`src/rtl/rstc_pkg.sv`:
```
package rstc_pkg;
   // Clock and RC oscillator tick periods
   localparam int CLK_PERIOD_NS = 50;
   localparam int RC_TICK_NS    = 50;
   // Start timer and watchdog periods
   localparam int DRT_LONG_US     = 18000;
   localparam int DRT_SHORT_US    = 300;
   localparam int WDT_PERIOD_US   = 18000;
   localparam int DRT_LONG_TICKS  = DRT_LONG_US * 1000 / RC_TICK_NS;
   localparam int DRT_SHORT_TICKS = DRT_SHORT_US * 1000 / RC_TICK_NS;
   localparam int WDT_TICKS       = WDT_PERIOD_US * 1000 / RC_TICK_NS;
   // Register indexes; byte address is four times the index
   localparam logic [5:0] IDX_INDIRECT = 6'h00;
   localparam logic [5:0] IDX_TCOUNT   = 6'h01;
   localparam logic [5:0] IDX_PC       = 6'h02;
   localparam logic [5:0] IDX_STATUS   = 6'h03;
   localparam logic [5:0] IDX_POINTER  = 6'h04;
   localparam logic [5:0] IDX_TRIM     = 6'h05;
   localparam logic [5:0] IDX_PORT     = 6'h06;
   localparam logic [5:0] IDX_WORK     = 6'h07;
   localparam logic [5:0] IDX_OPTION   = 6'h08;
   localparam logic [5:0] IDX_DIR      = 6'h09;
   localparam logic [5:0] IDX_CAUSE    = 6'h0a;
   // Reset values
   localparam logic [7:0] PC_RESET      = 8'hff;
   localparam logic [7:0] STATUS_POR    = 8'h18;
   localparam logic [7:0] OPTION_RESET  = 8'hff;
   localparam logic [5:0] DIR_RESET     = 6'h3f;
   localparam logic [7:0] POINTER_POR   = 8'he0;
   localparam logic [2:0] POINTER_TOP   = 3'h7;
   localparam logic [7:0] TRIM_POR      = 8'h70;
   // Status layout
   localparam int         ST_TIMEOUT    = 4;
   localparam int         ST_POWERDOWN  = 3;
   localparam logic [7:0] STATUS_WR_MSK = 8'he7;
   // Upper five status bits per reset kind, upper three for pin reset while running
   localparam logic [4:0] HI_PIN_SLEEP  = 5'h02;
   localparam logic [4:0] HI_WDT_SLEEP  = 5'h00;
   localparam logic [4:0] HI_WDT_RUN    = 5'h01;
   localparam logic [4:0] HI_PIN_WAKE   = 5'h12;
   localparam logic [2:0] HI_PIN_RUN    = 3'h0;

   typedef enum logic [1:0] {
      low_power_crystal_mode, crystal_mode, internal_rc_mode, external_rc_mode
   } rstc_osc_t;

   typedef enum logic [2:0] {
      CAUSE_POR, CAUSE_PIN_RUN, CAUSE_PIN_SLEEP,
      CAUSE_WDT_RUN, CAUSE_WDT_SLEEP, CAUSE_PIN_WAKE
   } rstc_cause_t;

   typedef enum logic [2:0] {
      ST_WAIT_PIN, ST_COUNT, ST_SYNC, ST_RUN, ST_SLEEP
   } rstc_state_t;

   function automatic logic rstc_is_crystal(input logic [1:0] osc);
      return (osc == low_power_crystal_mode) || (osc == crystal_mode);
   endfunction
endpackage

```
`src/rtl/rstc_ctrl.sv`:
```
`timescale 1ns/10ps
// Notes on behaviour
// Six reset causes: power-on, pin run/sleep, watchdog run/sleep, pin-change wake.
// Registers without reset value keep contents through every non-power-on reset.
// Defined reset values load on power-on and on resets during normal operation.
// Pin or watchdog reset in sleep loads no reset values; only status flags and PC change.
// Power-on status upper bits 00011; program counter all ones.
// Pin reset while running clears status bits 7:5, keeps the rest.
// Pin reset in sleep sets upper status bits to 00010.
// Watchdog expiry in sleep clears upper five status bits.
// Watchdog expiry running gives upper bits 00001; every reset loads PC ones.
// Pin-change wake sets bits 7 and 4, clears 6, 5 and 3.
// Any watchdog reset clears the timeout flag.
// Pin enable fuse at 1 gives active-low reset pin; else general I/O.
// Power-up sets the reset latch and clears the start timer.
// Start timer counts once pin is high, then clears the latch.
// Core held in reset while the start timer runs.
// Start timer advances on its own RC oscillator tick.
// Period long after power-on; later short in RC modes, long in crystal.
// Watchdog expiry restarts the start timer only in crystal modes.
// Watchdog counts its own RC ticks, also during sleep.
// Watchdog expiry in run or sleep causes a device reset.
// Watchdog enable fuse at 0 disables the watchdog permanently.
// After reset accumulator upper nibble holds the trim calibration value.
// Sleep sets timeout flag, clears powerdown flag, clears the watchdog.
// Watchdog clear resets the watchdog and sets both flags.
// Watchdog cleared on every wake from sleep.
// Latch release is synchronised to pclk before the core leaves reset.
module rstc_ctrl
   import rstc_pkg::*;
#(
   parameter int DRT_LONG  = DRT_LONG_TICKS,
   parameter int DRT_SHORT = DRT_SHORT_TICKS,
   parameter int WDT_LIMIT = WDT_TICKS
)(
   // Clock and power-on reset
   input  wire logic        pclk,
   input  wire logic        presetn,
   // APB slave
   input  wire logic        psel,
   input  wire logic        penable,
   input  wire logic        pwrite,
   input  wire logic [7:0]  paddr,
   input  wire logic [31:0] pwdata,
   output logic      [31:0] prdata,
   output logic             pready,
   output logic             pslverr,
   // Configuration fuses
   input  wire logic        reset_pin_enable_fuse,
   input  wire logic        watchdog_enable_fuse,
   input  wire logic [1:0]  osc_select,
   input  wire logic [3:0]  trim_cal_value,
   // Pin and RC oscillator ticks
   input  wire logic        ext_reset_pin,
   input  wire logic        drt_rc_tick,
   input  wire logic        wdt_rc_tick,
   output logic             general_pin_three,
   // Core side
   input  wire logic        sleep_op,
   input  wire logic        clear_watchdog_op,
   input  wire logic        pin_change_wake,
   output logic             core_reset_n,
   output logic             core_clock_stop,
   output logic      [2:0]  reset_cause
);

   localparam int DW = $clog2(DRT_LONG + 1);
   localparam int WW = $clog2(WDT_LIMIT + 1);

   if (DRT_SHORT < 1 || DRT_LONG < DRT_SHORT || WDT_LIMIT < 2) begin : g_check
      $error("rstc_ctrl: timer counts out of range");
   end

   function automatic logic addr_ok(input logic [7:0] a);
      return (a[1:0] == 2'h0) && (a[7:2] <= IDX_CAUSE);
   endfunction

   // Sequencer state
   rstc_state_t   state, next_state;
   logic [DW-1:0] drt_count, next_drt_count;
   logic          sync1, sync2;
   logic          por_pending, next_por_pending;
   rstc_cause_t   cause, next_cause;
   logic          next_core_reset_n, next_core_clock_stop;

   // Register file
   logic [7:0] tcount, next_tcount;
   logic [7:0] pc, next_pc;
   logic [7:0] status, next_status;
   logic [7:0] pointer, next_pointer;
   logic [7:0] trim, next_trim;
   logic [5:0] port, next_port;
   logic [7:0] work, next_work;
   logic [7:0] option, next_option;
   logic [5:0] direction, next_direction;

   // Watchdog and bus
   logic [WW-1:0] wdt_count, next_wdt_count;
   logic [31:0]   next_prdata;

   // Events
   logic pin_low, running, asleep, core_up, wdt_expire;
   logic ev_pin_run, ev_pin_sleep, ev_wdt_run, ev_wdt_sleep, ev_wake;
   logic any_reset, full_reset, sleep_ok, clear_watchdog_op_ok, release_now, wr;
   logic [DW-1:0] drt_limit;

   assign pin_low      = reset_pin_enable_fuse & ~ext_reset_pin;
   assign general_pin_three = ~reset_pin_enable_fuse & ext_reset_pin;
   assign running      = (state == ST_RUN);
   assign asleep       = (state == ST_SLEEP);
   assign core_up      = running | asleep;
   assign wdt_expire   = watchdog_enable_fuse & core_up & wdt_rc_tick
                         & (wdt_count == WW'(WDT_LIMIT - 1));
   assign ev_pin_run   = pin_low & running;
   assign ev_pin_sleep = pin_low & asleep;
   assign ev_wdt_run   = ~pin_low & wdt_expire & running;
   assign ev_wdt_sleep = ~pin_low & wdt_expire & asleep;
   assign ev_wake      = ~pin_low & ~wdt_expire & asleep & pin_change_wake;
   assign any_reset    = ev_pin_run | ev_pin_sleep | ev_wdt_run | ev_wdt_sleep | ev_wake;
   assign full_reset   = ev_pin_run | ev_wdt_run | ev_wake;
   assign sleep_ok     = running & sleep_op & ~any_reset;
   assign clear_watchdog_op_ok    = running & clear_watchdog_op & ~any_reset & ~sleep_op;
   assign release_now  = (state == ST_SYNC) & sync2 & ~pin_low;
   assign wr           = psel & penable & pwrite & addr_ok(paddr);
   // Later resets choose the period by oscillator mode
   assign drt_limit    = (por_pending || rstc_is_crystal(osc_select))
                         ? DW'(DRT_LONG - 1) : DW'(DRT_SHORT - 1);

   // Sequencer
   always_comb begin
      next_state       = state;
      next_drt_count   = drt_count;
      next_por_pending = por_pending;
      next_cause       = cause;
      unique case (state)
         ST_WAIT_PIN: begin
            next_drt_count = '0;
            if (!pin_low) begin
               next_state = ST_COUNT;
            end
         end
         ST_COUNT: begin
            if (pin_low) begin
               next_state     = ST_WAIT_PIN;
               next_drt_count = '0;
            end else if (drt_rc_tick) begin
               if (drt_count == drt_limit) begin
                  next_state = ST_SYNC;
               end else begin
                  next_drt_count = drt_count + DW'(1);
               end
            end
         end
         ST_SYNC: begin
            if (pin_low) begin
               next_state = ST_WAIT_PIN;
            end else if (sync2) begin
               next_state       = ST_RUN;
               next_por_pending = 1'b0;
            end
         end
         ST_RUN, ST_SLEEP: begin
            if (ev_pin_run || ev_pin_sleep || ev_wake) begin
               next_state = ST_WAIT_PIN;
            end else if (ev_wdt_run || ev_wdt_sleep) begin
               // RC modes skip the start timer after a watchdog reset
               next_state = rstc_is_crystal(osc_select) ? ST_WAIT_PIN : ST_SYNC;
            end else if (sleep_ok) begin
               next_state = ST_SLEEP;
            end
            if (ev_pin_run) begin
               next_cause = CAUSE_PIN_RUN;
            end else if (ev_pin_sleep) begin
               next_cause = CAUSE_PIN_SLEEP;
            end else if (ev_wdt_run) begin
               next_cause = CAUSE_WDT_RUN;
            end else if (ev_wdt_sleep) begin
               next_cause = CAUSE_WDT_SLEEP;
            end else if (ev_wake) begin
               next_cause = CAUSE_PIN_WAKE;
            end
         end
         default: begin
            next_state = ST_WAIT_PIN;
         end
      endcase
      next_core_reset_n    = (next_state == ST_RUN) || (next_state == ST_SLEEP);
      next_core_clock_stop = (next_state == ST_SLEEP);
   end

   always_ff @(posedge pclk or negedge presetn) begin
      if (!presetn) begin
         state           <= ST_WAIT_PIN;
         drt_count       <= '0;
         sync1           <= 1'b0;
         sync2           <= 1'b0;
         por_pending     <= 1'b1;
         cause           <= CAUSE_POR;
         core_reset_n    <= 1'b0;
         core_clock_stop <= 1'b0;
      end else begin
         state           <= next_state;
         drt_count       <= next_drt_count;
         sync1           <= (state == ST_SYNC);
         sync2           <= sync1;
         por_pending     <= next_por_pending;
         cause           <= next_cause;
         core_reset_n    <= next_core_reset_n;
         core_clock_stop <= next_core_clock_stop;
      end
   end

   assign reset_cause = 3'(cause);

   // Register file; hardware events override a software write
   always_comb begin
      next_tcount    = tcount;
      next_pc        = pc;
      next_status    = status;
      next_pointer   = pointer;
      next_trim      = trim;
      next_port      = port;
      next_work      = work;
      next_option    = option;
      next_direction = direction;
      if (wr) begin
         unique case (paddr[7:2])
            IDX_TCOUNT:  next_tcount = pwdata[7:0];
            IDX_PC:      next_pc = pwdata[7:0];
            IDX_STATUS:  next_status = (status & ~STATUS_WR_MSK)
                                       | (pwdata[7:0] & STATUS_WR_MSK);
            IDX_POINTER: next_pointer = pwdata[7:0];
            IDX_TRIM:    next_trim = pwdata[7:0];
            IDX_PORT:    next_port = pwdata[5:0];
            IDX_WORK:    next_work = pwdata[7:0];
            IDX_OPTION:  next_option = pwdata[7:0];
            IDX_DIR:     next_direction = pwdata[5:0];
            default:     next_tcount = tcount;
         endcase
      end
      if (sleep_ok) begin
         next_status[ST_TIMEOUT]   = 1'b1;
         next_status[ST_POWERDOWN] = 1'b0;
      end
      if (clear_watchdog_op_ok) begin
         next_status[ST_TIMEOUT]   = 1'b1;
         next_status[ST_POWERDOWN] = 1'b1;
      end
      if (any_reset) begin
         next_pc = PC_RESET;
      end
      if (ev_pin_run) begin
         next_status = {HI_PIN_RUN, status[4:0]};
      end else if (ev_pin_sleep) begin
         next_status = {HI_PIN_SLEEP, status[2:0]};
      end else if (ev_wdt_sleep) begin
         next_status = {HI_WDT_SLEEP, status[2:0]};
      end else if (ev_wdt_run) begin
         next_status = {HI_WDT_RUN, status[2:0]};
      end else if (ev_wake) begin
         next_status = {HI_PIN_WAKE, status[2:0]};
      end
      // Timer, port and accumulator low bits are kept on purpose
      if (full_reset) begin
         next_option       = OPTION_RESET;
         next_direction    = DIR_RESET;
         next_pointer[7:5] = POINTER_TOP;
      end
      if (release_now) begin
         next_work[7:4] = trim_cal_value;
      end
   end

   // Unreset registers take zero only because an async reset needs a constant
   always_ff @(posedge pclk or negedge presetn) begin
      if (!presetn) begin
         tcount    <= 8'h00;
         pc        <= PC_RESET;
         status    <= STATUS_POR;
         pointer   <= POINTER_POR;
         trim      <= TRIM_POR;
         port      <= 6'h00;
         work      <= 8'h00;
         option    <= OPTION_RESET;
         direction <= DIR_RESET;
      end else begin
         tcount    <= next_tcount;
         pc        <= next_pc;
         status    <= next_status;
         pointer   <= next_pointer;
         trim      <= next_trim;
         port      <= next_port;
         work      <= next_work;
         option    <= next_option;
         direction <= next_direction;
      end
   end

   // Watchdog
   always_comb begin
      next_wdt_count = wdt_count;
      if (!watchdog_enable_fuse || !core_up) begin
         next_wdt_count = '0;
      end else if (sleep_ok || clear_watchdog_op_ok || wdt_expire || any_reset) begin
         next_wdt_count = '0;
      end else if (wdt_rc_tick) begin
         next_wdt_count = wdt_count + WW'(1);
      end
   end

   always_ff @(posedge pclk or negedge presetn) begin
      if (!presetn) begin
         wdt_count <= '0;
      end else begin
         wdt_count <= next_wdt_count;
      end
   end

   // APB read data is captured in the setup cycle
   always_comb begin
      next_prdata = prdata;
      if (psel && !penable && !pwrite) begin
         next_prdata = 32'h0000_0000;
         unique case (paddr[7:2])
            IDX_TCOUNT:  next_prdata[7:0] = tcount;
            IDX_PC:      next_prdata[7:0] = pc;
            IDX_STATUS:  next_prdata[7:0] = status;
            IDX_POINTER: next_prdata[7:0] = pointer;
            IDX_TRIM:    next_prdata[7:0] = trim;
            IDX_PORT:    next_prdata[5:0] = port;
            IDX_WORK:    next_prdata[7:0] = work;
            IDX_CAUSE:   next_prdata[3:0] = {por_pending, 3'(cause)};
            default:     next_prdata[7:0] = 8'h00;
         endcase
      end
   end

   always_ff @(posedge pclk or negedge presetn) begin
      if (!presetn) begin
         prdata <= 32'h0000_0000;
      end else begin
         prdata <= next_prdata;
      end
   end

   assign pready  = psel & penable;
   assign pslverr = psel & penable & ~addr_ok(paddr);

endmodule

```
`config.mk`:
```
export PLATFORM = sky130hd
export DESIGN_NAME = rstc_ctrl
export DESIGN_NICKNAME = d
export VERILOG_FILES = /design/src/rtl/rstc_pkg.sv /design/src/rtl/rstc_ctrl.sv
export SDC_FILE = /design/constraint.sdc
export NUM_CORES = 1
export LEC_CHECK = 0
export ABC_CLOCK_PERIOD_IN_PS = 3800
export BUFFER_PORTS_ARGS = -buffer_cell sky130_fd_sc_hd__clkbuf_2
export CAP_MARGIN = 30
export CORE_MARGIN = 2
export CORE_UTILIZATION = 30
export DETAILED_ROUTE_END_ITERATION = 6
export PLACE_DENSITY = 0.45
export SYNTH_ARGS = -nofsm -noshare
export SYNTH_HDL_FRONTEND = slang
export SYNTH_SLANG_ARGS = --single-unit
```
`constraint.sdc`:
```
create_clock -name pclk -period 3.8 [get_ports pclk]
set_input_delay 0 -clock pclk [delete_from_list [all_inputs] [get_ports pclk]]
set_output_delay 0 -clock pclk [all_outputs]
set_load 0.02 [all_outputs]
```
After elaboration in Yosys (flattened, before gate mapping)
Index checks and enable logic that the tools add are counted.
{"block": "totals", "elab_cells": 180, "reg_bits": 111, "in_bits": 59, "out_inout_bits": 40}
{"block": "op_classes", "muxes": 45, "n_addsub": 2, "order_cmp": 1, "bitwise_logic": 44, "n_reduce_logical": 48, "eq_ne": 19}
{"cell": "two-way mux 19 bit", "count": 7}
{"cell": "two-way mux 8 bit", "count": 14}
{"cell": "two-way mux 3 bit", "count": 15}
{"cell": "adder 19 x 1 -> 19 bit, second input constant", "count": 2}
{"cell": "case mux 19 bit (2 select lines)", "count": 1}
{"cell": "case mux 4 bit (8 select lines)", "count": 1}
{"cell": "bitwise AND 1 bit", "count": 24}
{"cell": "equality test 6 x 3 -> 1 bit, second input constant", "count": 4}
{"cell": "AND reduction 2 bit", "count": 10}
{"cell": "equality test 19 bit", "count": 1}
{"cell": "equality test 19 bit, second input constant", "count": 1}
{"cell": "case mux 2 bit (7 select lines)", "count": 1}
{"cell": "nonzero test 2 bit", "count": 7}
{"cell": "nonzero test 7 bit", "count": 2}
{"cell": "equality test 6 x 2 -> 1 bit, second input constant", "count": 2}
{"cell": "inverter 1 bit", "count": 12}
{"cell": "case mux 2 bit (6 select lines)", "count": 1}
{"cell": "case mux 3 bit (4 select lines)", "count": 1}
{"cell": "nonzero test 6 bit", "count": 2}
{"cell": "logical OR 1 bit", "count": 10}
{"cell": "equality test 3 x 2 -> 1 bit, second input constant", "count": 3}
{"cell": "AND reduction 3 bit", "count": 3}
{"cell": "OR 5 x 8 -> 8 bit", "count": 1}
{"cell": "OR 1 bit", "count": 7}
{"cell": "17 further kinds", "count": 27}

Logic depth before layout (Yosys ltp)
{"block": "logic_depth", "word_depth": 19, "mapped_depth": 9}

Least setup slack after synthesis
No wires, ideal clock.
{"block": "synth_path", "path_type": "register -> register", "start": "reg drt_count[16]", "end": "reg drt_count[14]", "path_buffers": 2, "t_arrival_ns": 2.297, "t_required_ns": 3.725, "stages_incl_launch_ff": 9, "setup_slack_ns": 1.429, "path_cell_list": "dfrtp_1 > or4_1 > or3_4 > a2111oi_4 > or2_1 > buf_6 > buf_12 > o21ai_1 > a21oi_2"}
{"block": "synth_via", "elab_chain_cells": 3}
{"item": "start, declared", "line_no": "rstc_ctrl.sv:80", "source": "logic [DW-1:0] drt_count, next_drt_count;"}
{"item": "start signal, assigned", "line_no": "rstc_ctrl.sv:203", "source": "drt_count <= next_drt_count;"}
{"item": "equality test 19 bit", "line_no": "rstc_ctrl.sv:147", "source": "if (drt_count == drt_limit) begin"}
{"item": "inequality test 3 bit (no source line)"}
{"item": "AND reduction 3 bit (no source line)"}
Every way passes these cells.
A chain may end at the register's enable or synchronous reset.

Final worst setup path
{"block": "layout_path", "start": "reg drt_count[16]", "end": "reg drt_count[16]"}
{"block": "layout_via", "elab_chain_cells": 5, "word_cells_on_any_way": 8, "classes_between": "1 x add/sub; 2 x eq/ne; 4 x mux; 1 x reduce/logical"}
{"item": "adder 19 x 1 -> 19 bit", "line_no": "rstc_ctrl.sv:150", "source": "next_drt_count = drt_count + DW'(1);"}
{"item": "two-way mux 19 bit", "line_no": "rstc_ctrl.sv:147"}
{"item": "two-way mux 19 bit", "line_no": "rstc_ctrl.sv:146", "source": "end else if (drt_rc_tick) begin"}
{"item": "two-way mux 19 bit", "line_no": "rstc_ctrl.sv:143", "source": "if (pin_low) begin"}
{"item": "case mux 19 bit (2 select lines)", "line_no": "rstc_ctrl.sv:135", "source": "unique case (state)"}
Several ways; a longest one is shown, not always the timed one. The select of a mux whose other input is x is not followed.

==> flow_metrics.py <==
metrics = {
    "status": {
        "status": "complete, no violations",
    },
    "die": {
        "initial_utilization": 0.306,
        "core_sq_um": 18800,
        "die_w_um": 142,
        "core.rowCount": 50,
        "die_area_sq_um": 20300,
        "io_pins": 99,
        "die_h_um": 142,
    },
    "placement": {
        "gp_congestion": 0.806,
        "hpwlAfterDp_mm": 10.3,
        "port_buffers": 49,
    },
    "synthesis": {
        "synth_seq_cells": 111,
        "synth_edf_count": 0,
        "yosys.area_share.simple": 0.200,
        "async_flop_share": 1.00,
        "synth-warning-count": 0,
        "synth_area_leaders": "dfrtp_1 (41%), dfstp_2 (7.8%), mux2_2 (6.9%), nand2_1 (3.8%), nand3_1 (3.2%)",
        "synth.top_cell.area_share": 0.410,
        "synth_top_cell_by_area": "dfrtp_1",
        "post_synth_instance_area_sq_um": 5740,
        "synthAdderAreaFrac": 0.00436,
        "synth_top_family_by_area": "simple AND/OR/NAND/NOR gates",
        "ys.flop_type": "dfrtp_1",
        "synth_compound_gate_area_share": 0.126,
        "avgSynthCellArea_sq_um": 10.4,
        "yosysMostFrequentCell": "dfrtp_1",
        "synthDistinctLibCells": 69,
        "seq_area_frac_synth": 0.488,
        "muxShareOfSynthArea": 0.0918,
        "synth_cells": 553,
        "ys_top_cells_by_count": "dfrtp_1 (94), nand2_1 (58), nor2_1 (46), nand3_1 (37), mux2_2 (35)",
        "synthXorXnorAreaFrac": 0.0366,
    },
    "layout": {
        "layout.nets": 683,
        "nFillCells": 1922,
        "diodes": 0,
        "synthToLayoutAreaGrowth_pct": 15.1,
        "drive_above_1_share": 0.246,
    },
    "cts": {
        "clkTransAtPathRegs_ps": 70,
        "cts_root_buf": "clkbuf_16",
        "cts_max_path_buffers": 2,
        "tritoncts": "built",
        "postCtsHoldBufs": 16,
        "worstSkewPairLatency_ps": 360,
        "cts_setup_buffers": 0,
        "cts_sinks": 111,
        "cts_buffers": 9,
        "cts_htree_levels": 3,
        "cts_resized": 0,
    },
    "pwr": {
        "pwr-share-comb": 0.076,
        "switching_share": 0.258,
        "pwr-share-clk": 0.394,
        "p_int_mw": 1.71,
        "ir_drop_mv": 0.217,
        "switchingPower_mw": 0.595,
        "p_per_area_nw_per_um2": 349,
        "p_leak_nw": 2.94,
        "p_total_mw": 2.31,
        "p_seq_frac": 0.530,
    },
    "grt": {
        "antenna_found_initial": 0,
        "grt_pass1_wl_mm": 23.4,
        "grt_max_degree": 66,
        "first_global_vias": 4390,
        "grt-ovfl-total": 0,
        "grt.total_usage": 0.149,
    },
    "setup_path": {
        "startpoint_type": "flip-flop",
        "critPathLaunch": "drt_count[16]",
        "worstReg2RegStart": "drt_count[16]",
        "cp.required_ps": 4030,
        "cp-end-kind": "flip-flop",
        "cp_data_arrival_time_ps": 3070,
        "cp_max_fo": 18,
        "path_class": "reg2reg",
    },
    "detailed_routing": {
        "routed_wl_mm": 14.5,
        "viasPerCell": 5.16,
        "wire_per_inst_um": 16.9,
        "vias": 4446,
        "firstDrtPassIters": 5,
        "drcViolationCount": 0,
        "drtAntennaViolNets": 0,
        "drt_first_iter_violations": 249,
    },
    "timing": {
        "max_slew_margin": 0.397,
        "finalMaxSlewViolations": 0,
        "fin_setup_tns_ps": 0,
        "worstMarginPinSlew_ps": 904,
        "finClkSkew_ps": 9.09,
        "period_share": 0.749,
        "setup_viol": 0,
        "finalCriticalPeriod_ps": 2850,
        "report.final.hold_viol_count": 0,
        "max_freq_mhz": 351,
        "rsz0062_at_grt": "no",
    },
    "run": {
        "cap_violations": 0,
    },
    "min_path": {
        "hold_path_class": "in2reg",
        "hp-start": "pin_change_wake",
    },
}
==> final cells by class <==
class	instances	area [sq um]	share of cell area
clock buffer	9	225	0.0341
clock inverter	7	56.3	0.00852
inverter	5	18.8	0.00284
multi-input combinational	419	2720	0.412
sequential	111	2800	0.424
tap	234	293	0.0443
timing repair buffer	76	490	0.0742
==> per-stage QoR <==
step	worst slack, ps	instance area, sq um	std cells	utilization	hold slack, ps
final	953	6610	861	0.352	23.9
after global routing	691	6610	861	0.352	55.6
after CTS	931	6610	861	0.352	12.0
after detailed placement	957	6160	829	0.328	-203
after global placement	988	6160	829	0.328	-204
after floorplan	1430	5830	576	-	-296
==> registers in the layout, indices dropped and copies added (netlist names), 8 cells and up <==
| signal | flops |
|---|---|
| drt_count | 19 |
| trim | 8 |
| pointer | 8 |
| status | 8 |
| wdt_count | 19 |
| prdata | 8 |
| work | 8 |
| pc | 8 |
| tcount | 8 |
==> power groups by stage <==
stage	clock network (mW)	registers, mW	logic, mW
after floorplan	0	1.24	0.107
after global placement	0	1.24	0.162
after detailed placement	0	1.25	0.164
after CTS	0.952	1.22	0.179
after global routing	0.996	1.23	0.198
final	0.910	1.22	0.175
==> layout by cell type (no fill, tap or decap), types with 9 or more instances in the layout <==
| cell type | instances |
|---|---|
| mux2_2 | 35 |
| a21o_1 | 9 |
| clkbuf_16 | 9 |
| dfrtp_1 | 94 |
| buf_4 | 12 |
| xnor2_1 | 17 |
| conb_1 | 24 |
| mux2i_1 | 11 |
| nor3_1 | 14 |
| dfstp_2 | 17 |
| nor2_1 | 46 |
| clkbuf_2 | 48 |
| a21oi_1 | 16 |
| dlygate4sd3_1 | 16 |
| a222oi_1 | 13 |
| o21ai_0 | 18 |
| nand2_1 | 58 |
| nand3_1 | 37 |
==> kinds of logic after synthesis <==
family	after synthesis
AOI/OAI and AO/OA	100
xor gates and xnor gates	24
other	1
DFF	111
and+or+nand+nor	222
buffers and inverters	46
muxes	47
adders and majority gates	2
==> metal layers <==
layer	up-vias	global-route usage	part of all wire
met2	100	0.239	0.47
met3	12	0.0299	0.037
li1	2122	-	-
met4	0	0.0485	0.014
met1	2212	0.201	0.48
met5	-	0	0
==> critical path: stages, from the launching register on <==
cell	delay, ps
dfrtp_1	430
or4_1	530
or3_4	390
a2111oi_4	530
or2_1	540
or4_2	220
a21oi_1	60
==> final timing paths <==
check,depth (start not counted),slack (ps),to
setup / recovery,6,950,drt_count[16]
hold / removal,3,20,status[3]
setup reg to reg,6,950,drt_count[16]
hold reg to reg,0,360,sync2
max in group asynchronous,3,2830,state[1]
min in group asynchronous,3,280,prdata[3]
Note: power is estimated with default switching activity, not from simulation.
